File: config.mk
export PLATFORM = sky130hd
export DESIGN_NAME = eee_port_status_regs
export DESIGN_NICKNAME = d
export VERILOG_FILES = /design/src/hw/eee_port_pkg.sv /design/src/hw/eee_port_status_regs.sv
export SDC_FILE = /design/constraint.sdc
export NUM_CORES = 1
export LEC_CHECK = 0
export BUFFER_PORTS_ARGS = -buffer_cell sky130_fd_sc_hd__buf_2
export CAP_MARGIN = 40
export CELL_PAD_IN_SITES_DETAIL_PLACEMENT = 1
export CELL_PAD_IN_SITES_GLOBAL_PLACEMENT = 2
export CORE_MARGIN = 2
export CORE_UTILIZATION = 30
export CTS_BUF_LIST = sky130_fd_sc_hd__clkbuf_4 sky130_fd_sc_hd__clkbuf_8 sky130_fd_sc_hd__clkbuf_16
export CTS_CLUSTER_DIAMETER = 80
export DETAILED_ROUTE_END_ITERATION = 6
export GPL_ROUTABILITY_DRIVEN = 1
export GPL_TIMING_DRIVEN = 0
export PLACE_DENSITY_LB_ADDON = 0.1
export SLEW_MARGIN = 20
export SYNTH_ARGS = -nofsm -noshare
export SYNTH_HDL_FRONTEND = slang
export SYNTH_SLANG_ARGS = --single-unit
File: constraint.sdc
create_clock -name clk_i -period 5.1 [get_ports clk_i]
set_clock_uncertainty 0.2 [all_clocks]
set_input_delay 0.51 -clock clk_i [delete_from_list [all_inputs] [get_ports clk_i]]
set_output_delay 0.51 -clock clk_i [all_outputs]
set_load 0.01 [all_outputs]
File: src/hw/eee_port_pkg.sv
package eee_port_pkg;

  // indirect access byte registers
  localparam logic [7:0] ADDR_IND_CTRL = 8'h6E;
  localparam logic [7:0] ADDR_IND_OFS  = 8'h6F;
  localparam logic [7:0] ADDR_IND_DATA = 8'hA0;

  // indirect control field layout
  localparam int         CTRL_SEL_HI   = 7;
  localparam int         CTRL_SEL_LO   = 5;
  localparam int         CTRL_RD_BIT   = 4;
  localparam int         CTRL_PORT_HI  = 3;
  localparam logic [2:0] SEL_EEE       = 3'h1;
  localparam logic [3:0] PORT_FIRST    = 4'h1;
  localparam logic [3:0] PORT_LAST     = 4'h3;
  localparam int         NUM_PORTS     = 3;

  // per-port byte offsets
  localparam logic [7:0] OFS_NP_HI     = 8'h26;
  localparam logic [7:0] OFS_NP_LO     = 8'h27;
  localparam logic [7:0] OFS_CAP_HI    = 8'h28;
  localparam logic [7:0] OFS_CAP_LO    = 8'h29;
  localparam logic [7:0] OFS_WAKE_HI   = 8'h2A;
  localparam logic [7:0] OFS_WAKE_LO   = 8'h2B;

  // field positions and reset values
  localparam int         NP_COMPLY_BIT = 12;
  localparam int         NP_TOGGLE_BIT = 11;
  localparam int         CAP_PEER_LSB  = 9;
  localparam int         CAP_ADV_BIT   = 1;
  localparam logic       ADV_RST       = 1'b1;
  localparam logic [15:0] WAKE_CNT_RST = 16'h0000;

  // wake error threshold
  localparam int CLK_PERIOD_PS   = 5000;
  localparam int WAKE_THR_NS_X10 = 205;  // 20.5 us in units of 0.1 us
  localparam int WAKE_THR_CYC    = (WAKE_THR_NS_X10 * 100000) / CLK_PERIOD_PS;

  typedef struct packed {
    logic        comply_ack_flag;
    logic        toggle;
    logic [10:0] code;
  } np_word_t;

  typedef struct packed {
    logic       wr;
    logic       rd;
    logic [7:0] addr;
    logic [7:0] wdata;
  } reg_req_t;

endpackage : eee_port_pkg

File: src/hw/eee_port_status_regs.sv
// Function
// - Bit 12 reads received comply-acknowledge flag, read-only, reset 0.
// - Bit 11 toggle is inverse of previously exchanged codeword toggle.
// - First next page toggle starts as inverse of base codeword bit 11.
// - Bits 10:0 hold received 11-bit message code, read-only, reset 0.
// - Host writes offset; device moves selected byte through the data register.
// - Capability register: first offset bits 15:8, next offset bits 7:0.
// - Bits 14:9 report far side peer EEE support per PHY type.
// - Bit 1 writable local 100BASE-TX advert, reset 1; reserved bits zero.
// - Wake error counter adds one per wake exceeding threshold.
// - Wake threshold defaults to 20.5 us.
// - Reading wake counter low byte subtracts the count returned; reset value zero.
`timescale 1ns/1ps
module eee_port_status_regs
  import eee_port_pkg::*;
#(
  parameter int unsigned WAKE_THR_CYCLES = WAKE_THR_CYC
) (
  input  wire logic                 clk_i,                           // system clock
  input  wire logic                 sys_rst_i,                       // sync reset
  input  wire reg_req_t             reg_req_i,                       // byte register request
  output logic     [7:0]            reg_rdata_o,                     // read data, next cycle
  input  wire logic [NUM_PORTS-1:0] np_base_valid_i,                 // base codeword received
  input  wire logic [NUM_PORTS-1:0] np_base_toggle_i,                // base codeword bit 11
  input  wire logic [NUM_PORTS-1:0] np_page_valid_i,                 // next page received
  input  wire np_word_t             np_page_i [NUM_PORTS],           // received next page
  input  wire logic [5:0]           far_side_peer_cap_i [NUM_PORTS], // peer EEE abilities
  input  wire logic [NUM_PORTS-1:0] wake_active_i,                   // lpi to idle in progress
  output logic     [NUM_PORTS-1:0]  local_adv_100tx_o                // local 100tx EEE advert
);

  logic [7:0]  ind_ctrl;
  logic [7:0]  ind_ofs;
  logic [7:0]  ind_data;
  np_word_t    np_rx     [NUM_PORTS];
  logic [5:0]  peer_cap  [NUM_PORTS];
  logic [15:0] wake_cnt  [NUM_PORTS];
  logic [15:0] wake_snap [NUM_PORTS];
  logic [15:0] wake_tmr  [NUM_PORTS];
  logic [NUM_PORTS-1:0] snap_valid;
  logic [NUM_PORTS-1:0] wake_hit;
  logic [NUM_PORTS-1:0] snap_take;
  logic [NUM_PORTS-1:0] cnt_clear;

  logic       ctrl_wr;
  logic       ofs_wr;
  logic       data_wr;
  logic       sel_ok;
  logic [1:0] port_idx;
  logic       fetch;
  logic       store;
  logic [7:0] fetch_byte;

  function automatic logic port_sel_ok(input logic [7:0] ctrl);
    port_sel_ok = (ctrl[CTRL_SEL_HI:CTRL_SEL_LO] == SEL_EEE)
               && (ctrl[CTRL_PORT_HI:0] >= PORT_FIRST)
               && (ctrl[CTRL_PORT_HI:0] <= PORT_LAST);
  endfunction : port_sel_ok

  assign ctrl_wr  = reg_req_i.wr && (reg_req_i.addr == ADDR_IND_CTRL);
  assign ofs_wr   = reg_req_i.wr && (reg_req_i.addr == ADDR_IND_OFS);
  assign data_wr  = reg_req_i.wr && (reg_req_i.addr == ADDR_IND_DATA);
  assign sel_ok   = port_sel_ok(ind_ctrl);
  assign port_idx = 2'(ind_ctrl[CTRL_PORT_HI:0] - PORT_FIRST);
  assign fetch    = ofs_wr && ind_ctrl[CTRL_RD_BIT] && sel_ok;
  assign store    = data_wr && !ind_ctrl[CTRL_RD_BIT] && sel_ok
                 && (ind_ofs == OFS_CAP_LO);

  // byte selected by the offset being written
  always_comb begin
    logic [15:0] np_word;
    logic [15:0] cap_word;
    np_word  = {3'h0, np_rx[port_idx]};
    cap_word = 16'h0000;
    cap_word[CAP_PEER_LSB +: 6] = peer_cap[port_idx];
    cap_word[CAP_ADV_BIT]       = local_adv_100tx_o[port_idx];
    case (reg_req_i.wdata)
      OFS_NP_HI:   fetch_byte = np_word[15:8];
      OFS_NP_LO:   fetch_byte = np_word[7:0];
      OFS_CAP_HI:  fetch_byte = cap_word[15:8];
      OFS_CAP_LO:  fetch_byte = cap_word[7:0];
      OFS_WAKE_HI: fetch_byte = wake_cnt[port_idx][15:8];
      OFS_WAKE_LO: fetch_byte = snap_valid[port_idx] ? wake_snap[port_idx][7:0]
                                                     : wake_cnt[port_idx][7:0];
      default:     fetch_byte = 8'h00;
    endcase
  end

  always_comb begin
    for (int p = 0; p < NUM_PORTS; p++) begin
      snap_take[p] = fetch && (port_idx == 2'(p)) && (reg_req_i.wdata == OFS_WAKE_HI);
      cnt_clear[p] = fetch && (port_idx == 2'(p)) && (reg_req_i.wdata == OFS_WAKE_LO);
      wake_hit[p]  = wake_active_i[p] && (wake_tmr[p] == 16'(WAKE_THR_CYCLES));
    end
  end

  // indirect control, offset and data byte
  always_ff @(posedge clk_i) begin
    if (sys_rst_i) begin
      ind_ctrl <= 8'h00;
      ind_ofs  <= 8'h00;
      ind_data <= 8'h00;
    end else begin
      if (ctrl_wr) ind_ctrl <= reg_req_i.wdata;
      if (ofs_wr)  ind_ofs  <= reg_req_i.wdata;
      if (fetch) begin
        ind_data <= fetch_byte;
      end else if (data_wr) begin
        ind_data <= reg_req_i.wdata;
      end
    end
  end

  // register read port
  always_ff @(posedge clk_i) begin
    if (sys_rst_i) begin
      reg_rdata_o <= 8'h00;
    end else if (reg_req_i.rd) begin
      case (reg_req_i.addr)
        ADDR_IND_CTRL: reg_rdata_o <= ind_ctrl;
        ADDR_IND_OFS:  reg_rdata_o <= ind_ofs;
        ADDR_IND_DATA: reg_rdata_o <= ind_data;
        default:       reg_rdata_o <= 8'h00;
      endcase
    end
  end

  // received next page and peer capability
  always_ff @(posedge clk_i) begin
    for (int p = 0; p < NUM_PORTS; p++) begin
      if (sys_rst_i) begin
        np_rx[p]    <= '0;
        peer_cap[p] <= 6'h00;
      end else begin
        peer_cap[p] <= far_side_peer_cap_i[p];
        if (np_page_valid_i[p]) begin
          np_rx[p].comply_ack_flag <= np_page_i[p].comply_ack_flag;
          np_rx[p].toggle <= ~np_page_i[p].toggle;
          np_rx[p].code   <= np_page_i[p].code;
        end else if (np_base_valid_i[p]) begin
          np_rx[p].toggle <= ~np_base_toggle_i[p];
        end
      end
    end
  end

  // local advertisement
  always_ff @(posedge clk_i) begin
    for (int p = 0; p < NUM_PORTS; p++) begin
      if (sys_rst_i) begin
        local_adv_100tx_o[p] <= ADV_RST;
      end else if (store && (port_idx == 2'(p))) begin
        local_adv_100tx_o[p] <= reg_req_i.wdata[CAP_ADV_BIT];
      end
    end
  end

  // wake duration timer and error counter
  always_ff @(posedge clk_i) begin
    for (int p = 0; p < NUM_PORTS; p++) begin
      if (sys_rst_i) begin
        wake_tmr[p]   <= 16'h0000;
        wake_cnt[p]   <= WAKE_CNT_RST;
        wake_snap[p]  <= 16'h0000;
        snap_valid[p] <= 1'b0;
      end else begin
        if (!wake_active_i[p]) begin
          wake_tmr[p] <= 16'h0000;
        end else if (wake_tmr[p] != 16'hFFFF) begin
          wake_tmr[p] <= wake_tmr[p] + 16'h0001;
        end
        // a count arriving with the clear survives it
        wake_cnt[p] <= wake_cnt[p]
                     - (cnt_clear[p] ? (snap_valid[p] ? wake_snap[p] : wake_cnt[p])
                                     : 16'h0000)
                     + {15'h0000, wake_hit[p] && (wake_cnt[p] != 16'hFFFF)};
        if (snap_take[p]) begin
          wake_snap[p]  <= wake_cnt[p];
          snap_valid[p] <= 1'b1;
        end else if (cnt_clear[p]) begin
          snap_valid[p] <= 1'b0;
        end
      end
    end
  end
endmodule : eee_port_status_regs

==> qor.txt, run 1 <==
Run status - finished, final reports clean
Final #Nets - 1,817
GRT Util Overall - 0.1944
Multi-input logic area - 7974 µm²
Total core area - 47,750 µm²
Worst EP required - 5380 ps
Setup crit end kind - register
Commonest non-fill, non-tap cell in the layout - nor2_1
Final ANT Viol Nets - 0
Clock Latency Late Sink - 550 ps
Measured slew at the worst slew-check pin - 874.7 ps
Seq. cell area - 6137 µm²
Synth Cell Area - 14,540 µm²
Worst EP arrival - 5170 ps
Synth area leaders - edfxtp_1, dfxtp_1, ha_1
WHS - 40.51 ps
Largest fanout on the critical path - 10
Pre-CTS WS - -573.8 ps
First-pass DRT Iterations - 5
Vias in the first global route - 12,020
Setup TNS - 0 ps
Initial DRC Count - 618
Async S/R FF share, synth - 0
Initial antenna violation count - 0
Area leader, netlist - edfxtp_1
Main flop type after synthesis - edfxtp_1
Grt ovf - 0
Maximum vdd drop - 0.1843 mV
Final wirelength - 48,440 µm
Worst-path clk slew - 60 ps
Io pins - 100
Clk sinks - 239
Routed vias/inst - 5.176
Max transition margin - 0.4169
IO buf count - 97
CTS max path bufs - 3
Post-synthesis sequential area ratio - 0.4221
Fraction of layout cells with a size suffix above 1 - 0.1739
N_diodes - 0
Placer Congestion - 0.8127
CTS tree - done
Die X - 224.1 µm
Placed cell areas - 15,890 µm²
H-Tree Depth - 2
Post-Synthesis Cells - 1,461
Starting Density - 0.3044
Register bit count reported by yosys - 239
Tot Pwr - 4.794 mW
Root Buffer - clkbuf_16
Type of the worst min-delay path - in -> reg
Yosys warns - 0
Final min period - 4888 ps
Most frequent cells in the layout - nor2_1, edfxtp_1, nand2_1, buf_2, dfxtp_1
Finished Cell Area - 17,290 µm²
Fillers - 5,395
Final slew viol count - 0
Vias - 11,720
Rows - 80
Die H - 224.1 µm
First-pass GRT wire length - 74,020 µm
HPWL Detailed - 37,160 µm
# DRC - 0
Placed Instances - 2,181
Setup violators final - 0
Synth top area share - 0.2789
Layout Utilization - 0.3620
Largest net degree at the start of global routing - 17
Max frequency - 0.2046 GHz
Startpoint Class - register
Syn Area/Cell - 9.949 µm²
Mean routed wirelength per cell - 21.39 µm
P&R area growth vs syn - 18.92%
Leakage Power - 6.775 nW
Fin cells - 2,265
Die area - 50,230 µm²
Final Cycle Share - 0.9583
Setup ws final - 212.4 ps
Unique masters post-synth - 77
CTS buffer count - 35
Pwr/cell area - 277.3 nW/µm²
Reg2reg setup slack - 210 ps
Hold Fails Final Rpt - 0
Syn_nets - 1,654
Kind of critical path - reg -> reg
Number of enable flip-flop cells after synthesis - 135
Maximum capacitance violations - 0
[layer usage]
metal,share of wire,GRT usage,vias up
li1,-,-,5681
met1,0.49,0.2798,5743
met2,0.44,0.2986,236
met3,0.042,0.02859,64
met4,0.026,0.06194,0
met5,0,0,-
[path summary, 6_finish.rpt]
path                            from              end  cells past startpoint
min          far_side_peer_cap_i[11]   peer_cap[1][5]                      2
max                      ind_ctrl[0]  wake_cnt[0][14]                     18
min reg2reg           reg_rdata_o[5]   reg_rdata_o[5]                      2
max reg2reg              ind_ctrl[0]  wake_cnt[0][14]                     18
[logic make-up after synthesis]
logic type / Yosys count / synth area share
AND/OR/NAND/NOR: 598 / 0.2169
flip-flops: 239 / 0.4221
AO/OA/AOI/OAI: 224 / 0.1034
multiplexers: 113 / 0.08995
buffers and inverters: 109 / 0.03194
adder cells (fa/ha/maj): 104 / 0.09107
XOR/XNOR: 74 / 0.04459
[power breakdown]
part	switching, mW	internal [mW]	leakage [nW]	total (mW)
sequential	0.0429	2.09	2.33	2.14
combinational	0.154	0.112	3.88	0.267
clock	0.954	1.44	0.570	2.39
[critical path, cell delays in order, from the launching register on]
cell and delay (ps):
dfxtp_2 380, buf_8 190, clkinvlp_4 140, ha_1 200, nor2b_1 170, or3_4 410, nor4_4 310, and2_1 220
buf_4 190, buf_6 150, nand2_1 60, ha_1 290, ha_1 340, nor2b_2 190, o31a_1 320, o21ai_1 280
a311oi_2 180, or4_1 490, nand3_1 110
[timing repair]
action	in CTS	in global routing
hold buffers	14	0
pin swaps	0	2
resized for setup	8	8
setup endpoints to repair	13	17
hold endpoints to repair	14	0
buffers inserted	0	3
[final cells by class]
class                           instances  area share
Multi-Input combinational cell       1113      0.4613
Clock inverter                         15    0.005574
Buffer                                 74     0.01991
Sequential cell                       239      0.3550
Timing Repair Buffer                  126     0.04575
Tap cell                              615     0.04452
Inverter                               35    0.007818
Clock buffer                           48     0.06008
[synthesized netlist by cell type (all sizes together) (9+ instances only)]
library cell  count
or3              11
nand2           106
ha              101
o21ai            43
and4              9
a21o             14
and3             63
xnor2            37
mux2             58
a211oi           29
nor3             21
nand4            24
xor2             37
nor4             15
nor4b            11
nand2b           13
mux2i            47
buf              23
and2             46
inv              35
edfxtp          135
nor2b            46
nor2            173
nand3            26
dfxtp           104
clkbuf           51
a21oi            56
[state kept, by name, indices dropped and copies added, names as in the netlist]
register / count
ind_ctrl: 8
ind_data: 8
ind_ofs: 8
local_adv_100tx_o: 3
np_rx: 39
peer_cap: 18
reg_rdata_o: 8
snap_valid: 3
wake_cnt: 48
wake_snap: 48
wake_tmr: 48
Power figures use the tool's default switching activity.
==> run 2, diff against run 1 <==
--- a/config.mk
+++ b/config.mk
@@ -16,7 +16,7 @@
 export DETAILED_ROUTE_END_ITERATION = 6
 export GPL_ROUTABILITY_DRIVEN = 1
 export GPL_TIMING_DRIVEN = 0
-export PLACE_DENSITY_LB_ADDON = 0.1
+export PLACE_DENSITY = 0.75
 export SLEW_MARGIN = 20
 export SYNTH_ARGS = -nofsm -noshare
 export SYNTH_HDL_FRONTEND = slang
==> qor.txt, run 2 (same netlist as run 1, synthesis figures left out) <==
Run status - finished, final reports clean
HPWL Detailed - 34,990 µm (-5.8%)
Worst-path clk slew - 60 ps (about the same)
IO buf count - 97 (unchanged)
Fraction of layout cells with a size suffix above 1 - 0.1677 (-0.006260)
Pwr/cell area - 268.5 nW/µm² (-3.2%)
Clk sinks - 239 (unchanged)
Hold Fails Final Rpt - 0 (unchanged)
Starting Density - 0.3044 (unchanged)
Worst EP required - 5350 ps (-30 ps)
Worst EP arrival - 5090 ps (-80 ps)
Seq. cell area - 6137 µm² (unchanged)
Routed vias/inst - 5.223 (+0.90%)
Io pins - 100 (unchanged)
Rows - 80 (unchanged)
# DRC - 0 (unchanged)
Grt ovf - 0 (unchanged)
CTS buffer count - 30 (-14%)
Placed Instances - 2,177 (-0.18%)
Initial antenna violation count - 0 (unchanged)
Die H - 224.1 µm (unchanged)
Initial DRC Count - 658 (+6.5%)
First-pass DRT Iterations - 6 (+1)
Final ANT Viol Nets - 0 (unchanged)
First-pass GRT wire length - 71,420 µm (-3.5%)
Pre-CTS WS - -446.7 ps (+127.1 ps)
Setup TNS - 0 ps (unchanged)
Clock Latency Late Sink - 580 ps (+30 ps)
Measured slew at the worst slew-check pin - 889.4 ps (+14.75 ps)
Setup ws final - 253.7 ps (+41.29 ps)
Most frequent cells in the layout - nor2_1, edfxtp_1, nand2_1, buf_2, dfxtp_1
Setup crit end kind - register
Die area - 50,230 µm² (unchanged)
N_diodes - 0 (unchanged)
GRT Util Overall - 0.1822 (-0.01219)
P&R area growth vs syn - 18.28%
WHS - 17.46 ps (-23.06 ps)
Multi-input logic area - 7973 µm² (about the same)
Mean routed wirelength per cell - 20.31 µm (-5.0%)
Root Buffer - clkbuf_16
H-Tree Depth - 1 (-1)
Placer Congestion - 0.8613 (+6.0%)
Final min period - 4846 ps (-41.29 ps)
Final #Nets - 1,815 (-0.11%)
Final slew viol count - 0 (unchanged)
Tot Pwr - 4.616 mW (-3.7%)
Final Cycle Share - 0.9502 (-0.008096)
Startpoint Class - register
Maximum vdd drop - 0.2397 mV (+30%)
Fillers - 5,399 (+0.074%)
Max transition margin - 0.4070 (-0.009836)
Final wirelength - 45,920 µm (-5.2%)
CTS max path bufs - 3 (unchanged)
Fin cells - 2,261 (-0.18%)
Largest net degree at the start of global routing - 17 (unchanged)
Leakage Power - 6.724 nW (-0.76%)
Top Registers - wake_cnt x48, wake_snap x48, wake_tmr x48
Max frequency - 0.2063 GHz (+0.85%)
Vias in the first global route - 12,210 (+1.5%)
Largest fanout on the critical path - 10 (unchanged)
Setup violators final - 0 (unchanged)
Type of the worst min-delay path - in -> reg
Die X - 224.1 µm (unchanged)
CTS tree - done
Commonest non-fill, non-tap cell in the layout - nor2_1
Total core area - 47,750 µm² (unchanged)
Maximum capacitance violations - 0 (unchanged)
Kind of critical path - reg -> reg
Vias - 11,810 (+0.73%)
run 2: power by group:
| part | switching [mW] | leakage, nW | internal, mW | total [mW] |
|---|---|---|---|---|
| clock network | 0.885 | 0.516 | 1.33 | 2.22 |
| registers | 0.0383 | 2.33 | 2.09 | 2.13 |
| logic | 0.156 | 3.88 | 0.113 | 0.268 |
| total | 1.08 | 6.72 | 3.54 | 4.62 |
run 2: what timing repair did:
action | CTS | global route
hold endpoints to repair | 21 | 0
setup endpoints to repair | 17 | 17
hold buffers | 21 | 0
resized for setup | 9 | 7
pin swaps | 0 | 3
buffers inserted | 0 | 3
run 2: final timing paths:
path	startpoint	endpoint	slack, ps	depth (start not counted)
max	ind_ctrl[0]	wake_cnt[0][14]	250	20
min	far_side_peer_cap_i[5]	peer_cap[2][5]	20	2
max reg2reg	ind_ctrl[0]	wake_cnt[0][14]	250	20
min reg2reg	reg_rdata_o[6]	reg_rdata_o[6]	290	2
run 2: critical path, stage by stage (launching register included):
cell and delay, ps:
dfxtp_2 390, buf_12 170, clkinvlp_4 170, ha_1 230, nor2b_1 180, or3_4 410
nor4_4 230, and2_1 170, buf_4 150, nor2b_1 160, ha_1 240, inv_1 60
ha_1 200, inv_1 70, fa_1 400, nor2b_2 190, o31a_1 230, o21ai_1 150
a311oi_2 430, or4_1 180, nand3_1 90
run 2: layout make-up:
cell class | count | area share
buffer | 74 | 0.02023
clock buffer | 41 | 0.05233
clock inverter | 15 | 0.007714
inverter | 35 | 0.007860
multi-input combinational | 1113 | 0.4637
sequential | 239 | 0.3570
tap | 615 | 0.04476
timing repair buffer | 129 | 0.04643
run 2: through the flow:
stage | instance area [µm²] | utilization
after CTS | 17110 | 0.3583
final | 17190 | 0.3601
after global routing | 17190 | 0.3601
after floorplan | 14540 | -
after global placement | 15790 | 0.3307
after detailed placement | 15840 | 0.3317
run 2: per-layer routing:
layer / wire length (µm) / global-route usage / vias up / part of all wire
met3: 2039 / 0.01797 / 39 / 0.044
met5: 0 / 0 / - / 0
met2: 20900 / 0.2956 / 259 / 0.46
met4: 765 / 0.04258 / 0 / 0.017
met1: 22210 / 0.2607 / 5849 / 0.48
li1: - / - / 5662 / -
==> run 3, diff against run 2 <==
--- a/config.mk
+++ b/config.mk
@@ -10,13 +10,14 @@
 export CELL_PAD_IN_SITES_DETAIL_PLACEMENT = 1
 export CELL_PAD_IN_SITES_GLOBAL_PLACEMENT = 2
 export CORE_MARGIN = 2
-export CORE_UTILIZATION = 30
+export CORE_UTILIZATION = 40
 export CTS_BUF_LIST = sky130_fd_sc_hd__clkbuf_4 sky130_fd_sc_hd__clkbuf_8 sky130_fd_sc_hd__clkbuf_16
 export CTS_CLUSTER_DIAMETER = 80
 export DETAILED_ROUTE_END_ITERATION = 6
 export GPL_ROUTABILITY_DRIVEN = 1
 export GPL_TIMING_DRIVEN = 0
-export PLACE_DENSITY = 0.75
+export PLACE_DENSITY = 0.92
+export REMOVE_ABC_BUFFERS = 1
 export SLEW_MARGIN = 20
 export SYNTH_ARGS = -nofsm -noshare
 export SYNTH_HDL_FRONTEND = slang
==> qor.txt, run 3 (same netlist as run 1, synthesis figures left out) <==
HPWL Detailed - 29,140 µm (-17%)
Clock Latency Late Sink - 570 ps (about the same)
Final slew viol count - 0 (unchanged)
Leakage Power - 6.615 nW (-1.6%)
Maximum capacitance violations - 0 (unchanged)
GRT Util Overall - 0.2123 (+0.03016)
# DRC - 0 (unchanged)
Io pins - 100 (unchanged)
Worst EP required - 5340 ps (about the same)
First-pass GRT wire length - 64,890 µm (-9.1%)
Fillers - 3,994 (-26%)
Final min period - 4842 ps (-3.989 ps)
Vias - 11,590 (-1.9%)
GR peak layer - met2
Rows - 69 (-14%)
Total core area - 35,660 µm² (-25%)
Die area - 37,880 µm² (-25%)
Fraction of layout cells with a size suffix above 1 - 0.1695 (+0.001845)
Top Registers - wake_cnt x48, wake_snap x48, wake_tmr x48
Reg2reg setup slack - 260 ps (about the same)
Root Buffer - clkbuf_16
Final wirelength - 40,560 µm (-12%)
Final Cycle Share - 0.9495 (about the same)
Grt ovf - 0 (unchanged)
CTS tree - done
Final #Nets - 1,746 (-3.8%)
Die H - 194.6 µm (-13%)
Clk sinks - 239 (unchanged)
Placed Instances - 1,955 (-10%)
Setup violators final - 0 (unchanged)
Startpoint Class - register
Starting Density - 0.4077 (+0.1032)
Placer Congestion - 0.8584 (-0.34%)
Setup TNS - 0 ps (unchanged)
Worst-path clk slew - 60 ps (about the same)
Initial antenna violation count - 1 (+1)
Worst EP arrival - 5080 ps (about the same)
Pwr/cell area - 268.6 nW/µm² (about the same)
Measured slew at the worst slew-check pin - 840.7 ps (-48.78 ps)
Max frequency - 0.2065 GHz (about the same)
Vias in the first global route - 11,980 (-1.9%)
Placed cell areas - 15,430 µm² (-2.6%)
IO buf count - 99 (+2.1%)
Finished Cell Area - 16,710 µm² (-2.8%)
First-pass DRT Iterations - 5 (-1)
Setup crit end kind - register
Most frequent cells in the layout - nor2_1, edfxtp_1, nand2_1, dfxtp_1, ha_1
Run status - finished, final reports clean
Mean routed wirelength per cell - 19.91 µm (-2.0%)
Hold Fails Final Rpt - 0 (unchanged)
Kind of critical path - reg -> reg
Met3 Resource Use GR - 0.02568 (+0.007711)
Largest fanout on the critical path - 26 (+16)
WHS - 24.37 ps (+6.916 ps)
RSZ-0062 raised after global routing - no
CTS buffer count - 28 (-6.7%)
Fin cells - 2,037 (-9.9%)
Die X - 194.6 µm (-13%)
P&R area growth vs syn - 14.93%
Final ANT Viol Nets - 0 (unchanged)
Largest net degree at the start of global routing - 71 (+54)
Routed vias/inst - 5.689 (+8.9%)
H-Tree Depth - 1 (unchanged)
Commonest non-fill, non-tap cell in the layout - nor2_1
Initial DRC Count - 653 (-0.76%)
GR Util met2 - 0.3564 (+0.06080)
CTS max path bufs - 3 (unchanged)
Maximum vdd drop - 0.2025 mV (-16%)
Max transition margin - 0.4388 (+0.03175)
Type of the worst min-delay path - in -> reg
GRT met1 Usage - 0.2869 (+0.02612)
[run 3: cell count changes in the layout (fill, tap and decap cells not counted), sizes merged]
cell	change
clkbuf	-51
buf	-15
clkinv	-3
clkinvlp	-3
bufinv	+1
diode	+1
dlygate4sd3	-1
inv	+1
[run 3: final cells by class]
cell class                      count  area [µm²]  area share
Inverter                           35       131.4    0.007864
Sequential cell                   239        6140      0.3675
Timing Repair Buffer              136       904.6     0.05415
Clock buffer                       41       828.3     0.04958
Clock inverter                     11       141.4    0.008463
Antenna cell                        1       2.502   0.0001498
Tap cell                          461       576.8     0.03453
Multi-Input combinational cell   1113        7981      0.4778
[run 3: per-stage QoR]
stage               setup slack [ps]  total power, mW    util
floorplan                     -293.1            2.269       -
global placement               -1902            2.387  0.4284
detailed placement            -962.8            2.404  0.4327
CTS                            38.51            4.528  0.4662
global route                   2.213            4.625  0.4685
finish                         257.7            4.488  0.4685
[run 3: what timing repair did]
| action | CTS | global route |
|---|---|---|
| resized for setup | 8 | 4 |
| hold buffers | 20 | 0 |
| hold endpoints to repair | 20 | 0 |
| pin swaps | 1 | 2 |
| setup buffers | 1 | 6 |
| endpoints found under the setup margin | 28 | 17 |
[run 3: worst paths after layout]
kind                                      from              end  cells after the start
worst max-delay path               ind_ctrl[0]  wake_cnt[0][14]                     20
worst min-delay path             np_page_i[19]      np_rx[1][6]                      2
worst max register to register     ind_ctrl[0]  wake_cnt[0][14]                     20
worst min register to register  reg_rdata_o[1]   reg_rdata_o[1]                      2
[run 3: critical path: stages (launching register included)]
cell      delay (ps)
dfxtp_4          380
buf_12           190
inv_1            170
ha_2             210
nor2b_1          160
or3_1            440
nor4_4           160
buf_4            190
and2_4           220
nor2b_1          170
ha_1             240
inv_1             60
ha_1             190
inv_1             60
fa_1             410
nor2b_2          180
o31a_1           240
o21ai_0          180
a311oi_2         420
or4_1            170
nand3_1           70
[run 3: metal layers]
layer | share of wire | routed length (µm)
met1 | 0.46 | 18500
met2 | 0.47 | 19150
met3 | 0.047 | 1902
met4 | 0.025 | 1011
met5 | 0 | 0
[run 3: power by group]
group          switching (mW)  internal [mW]
Clock                   0.833           1.28
Combinational           0.134          0.106
Sequential             0.0420           2.09
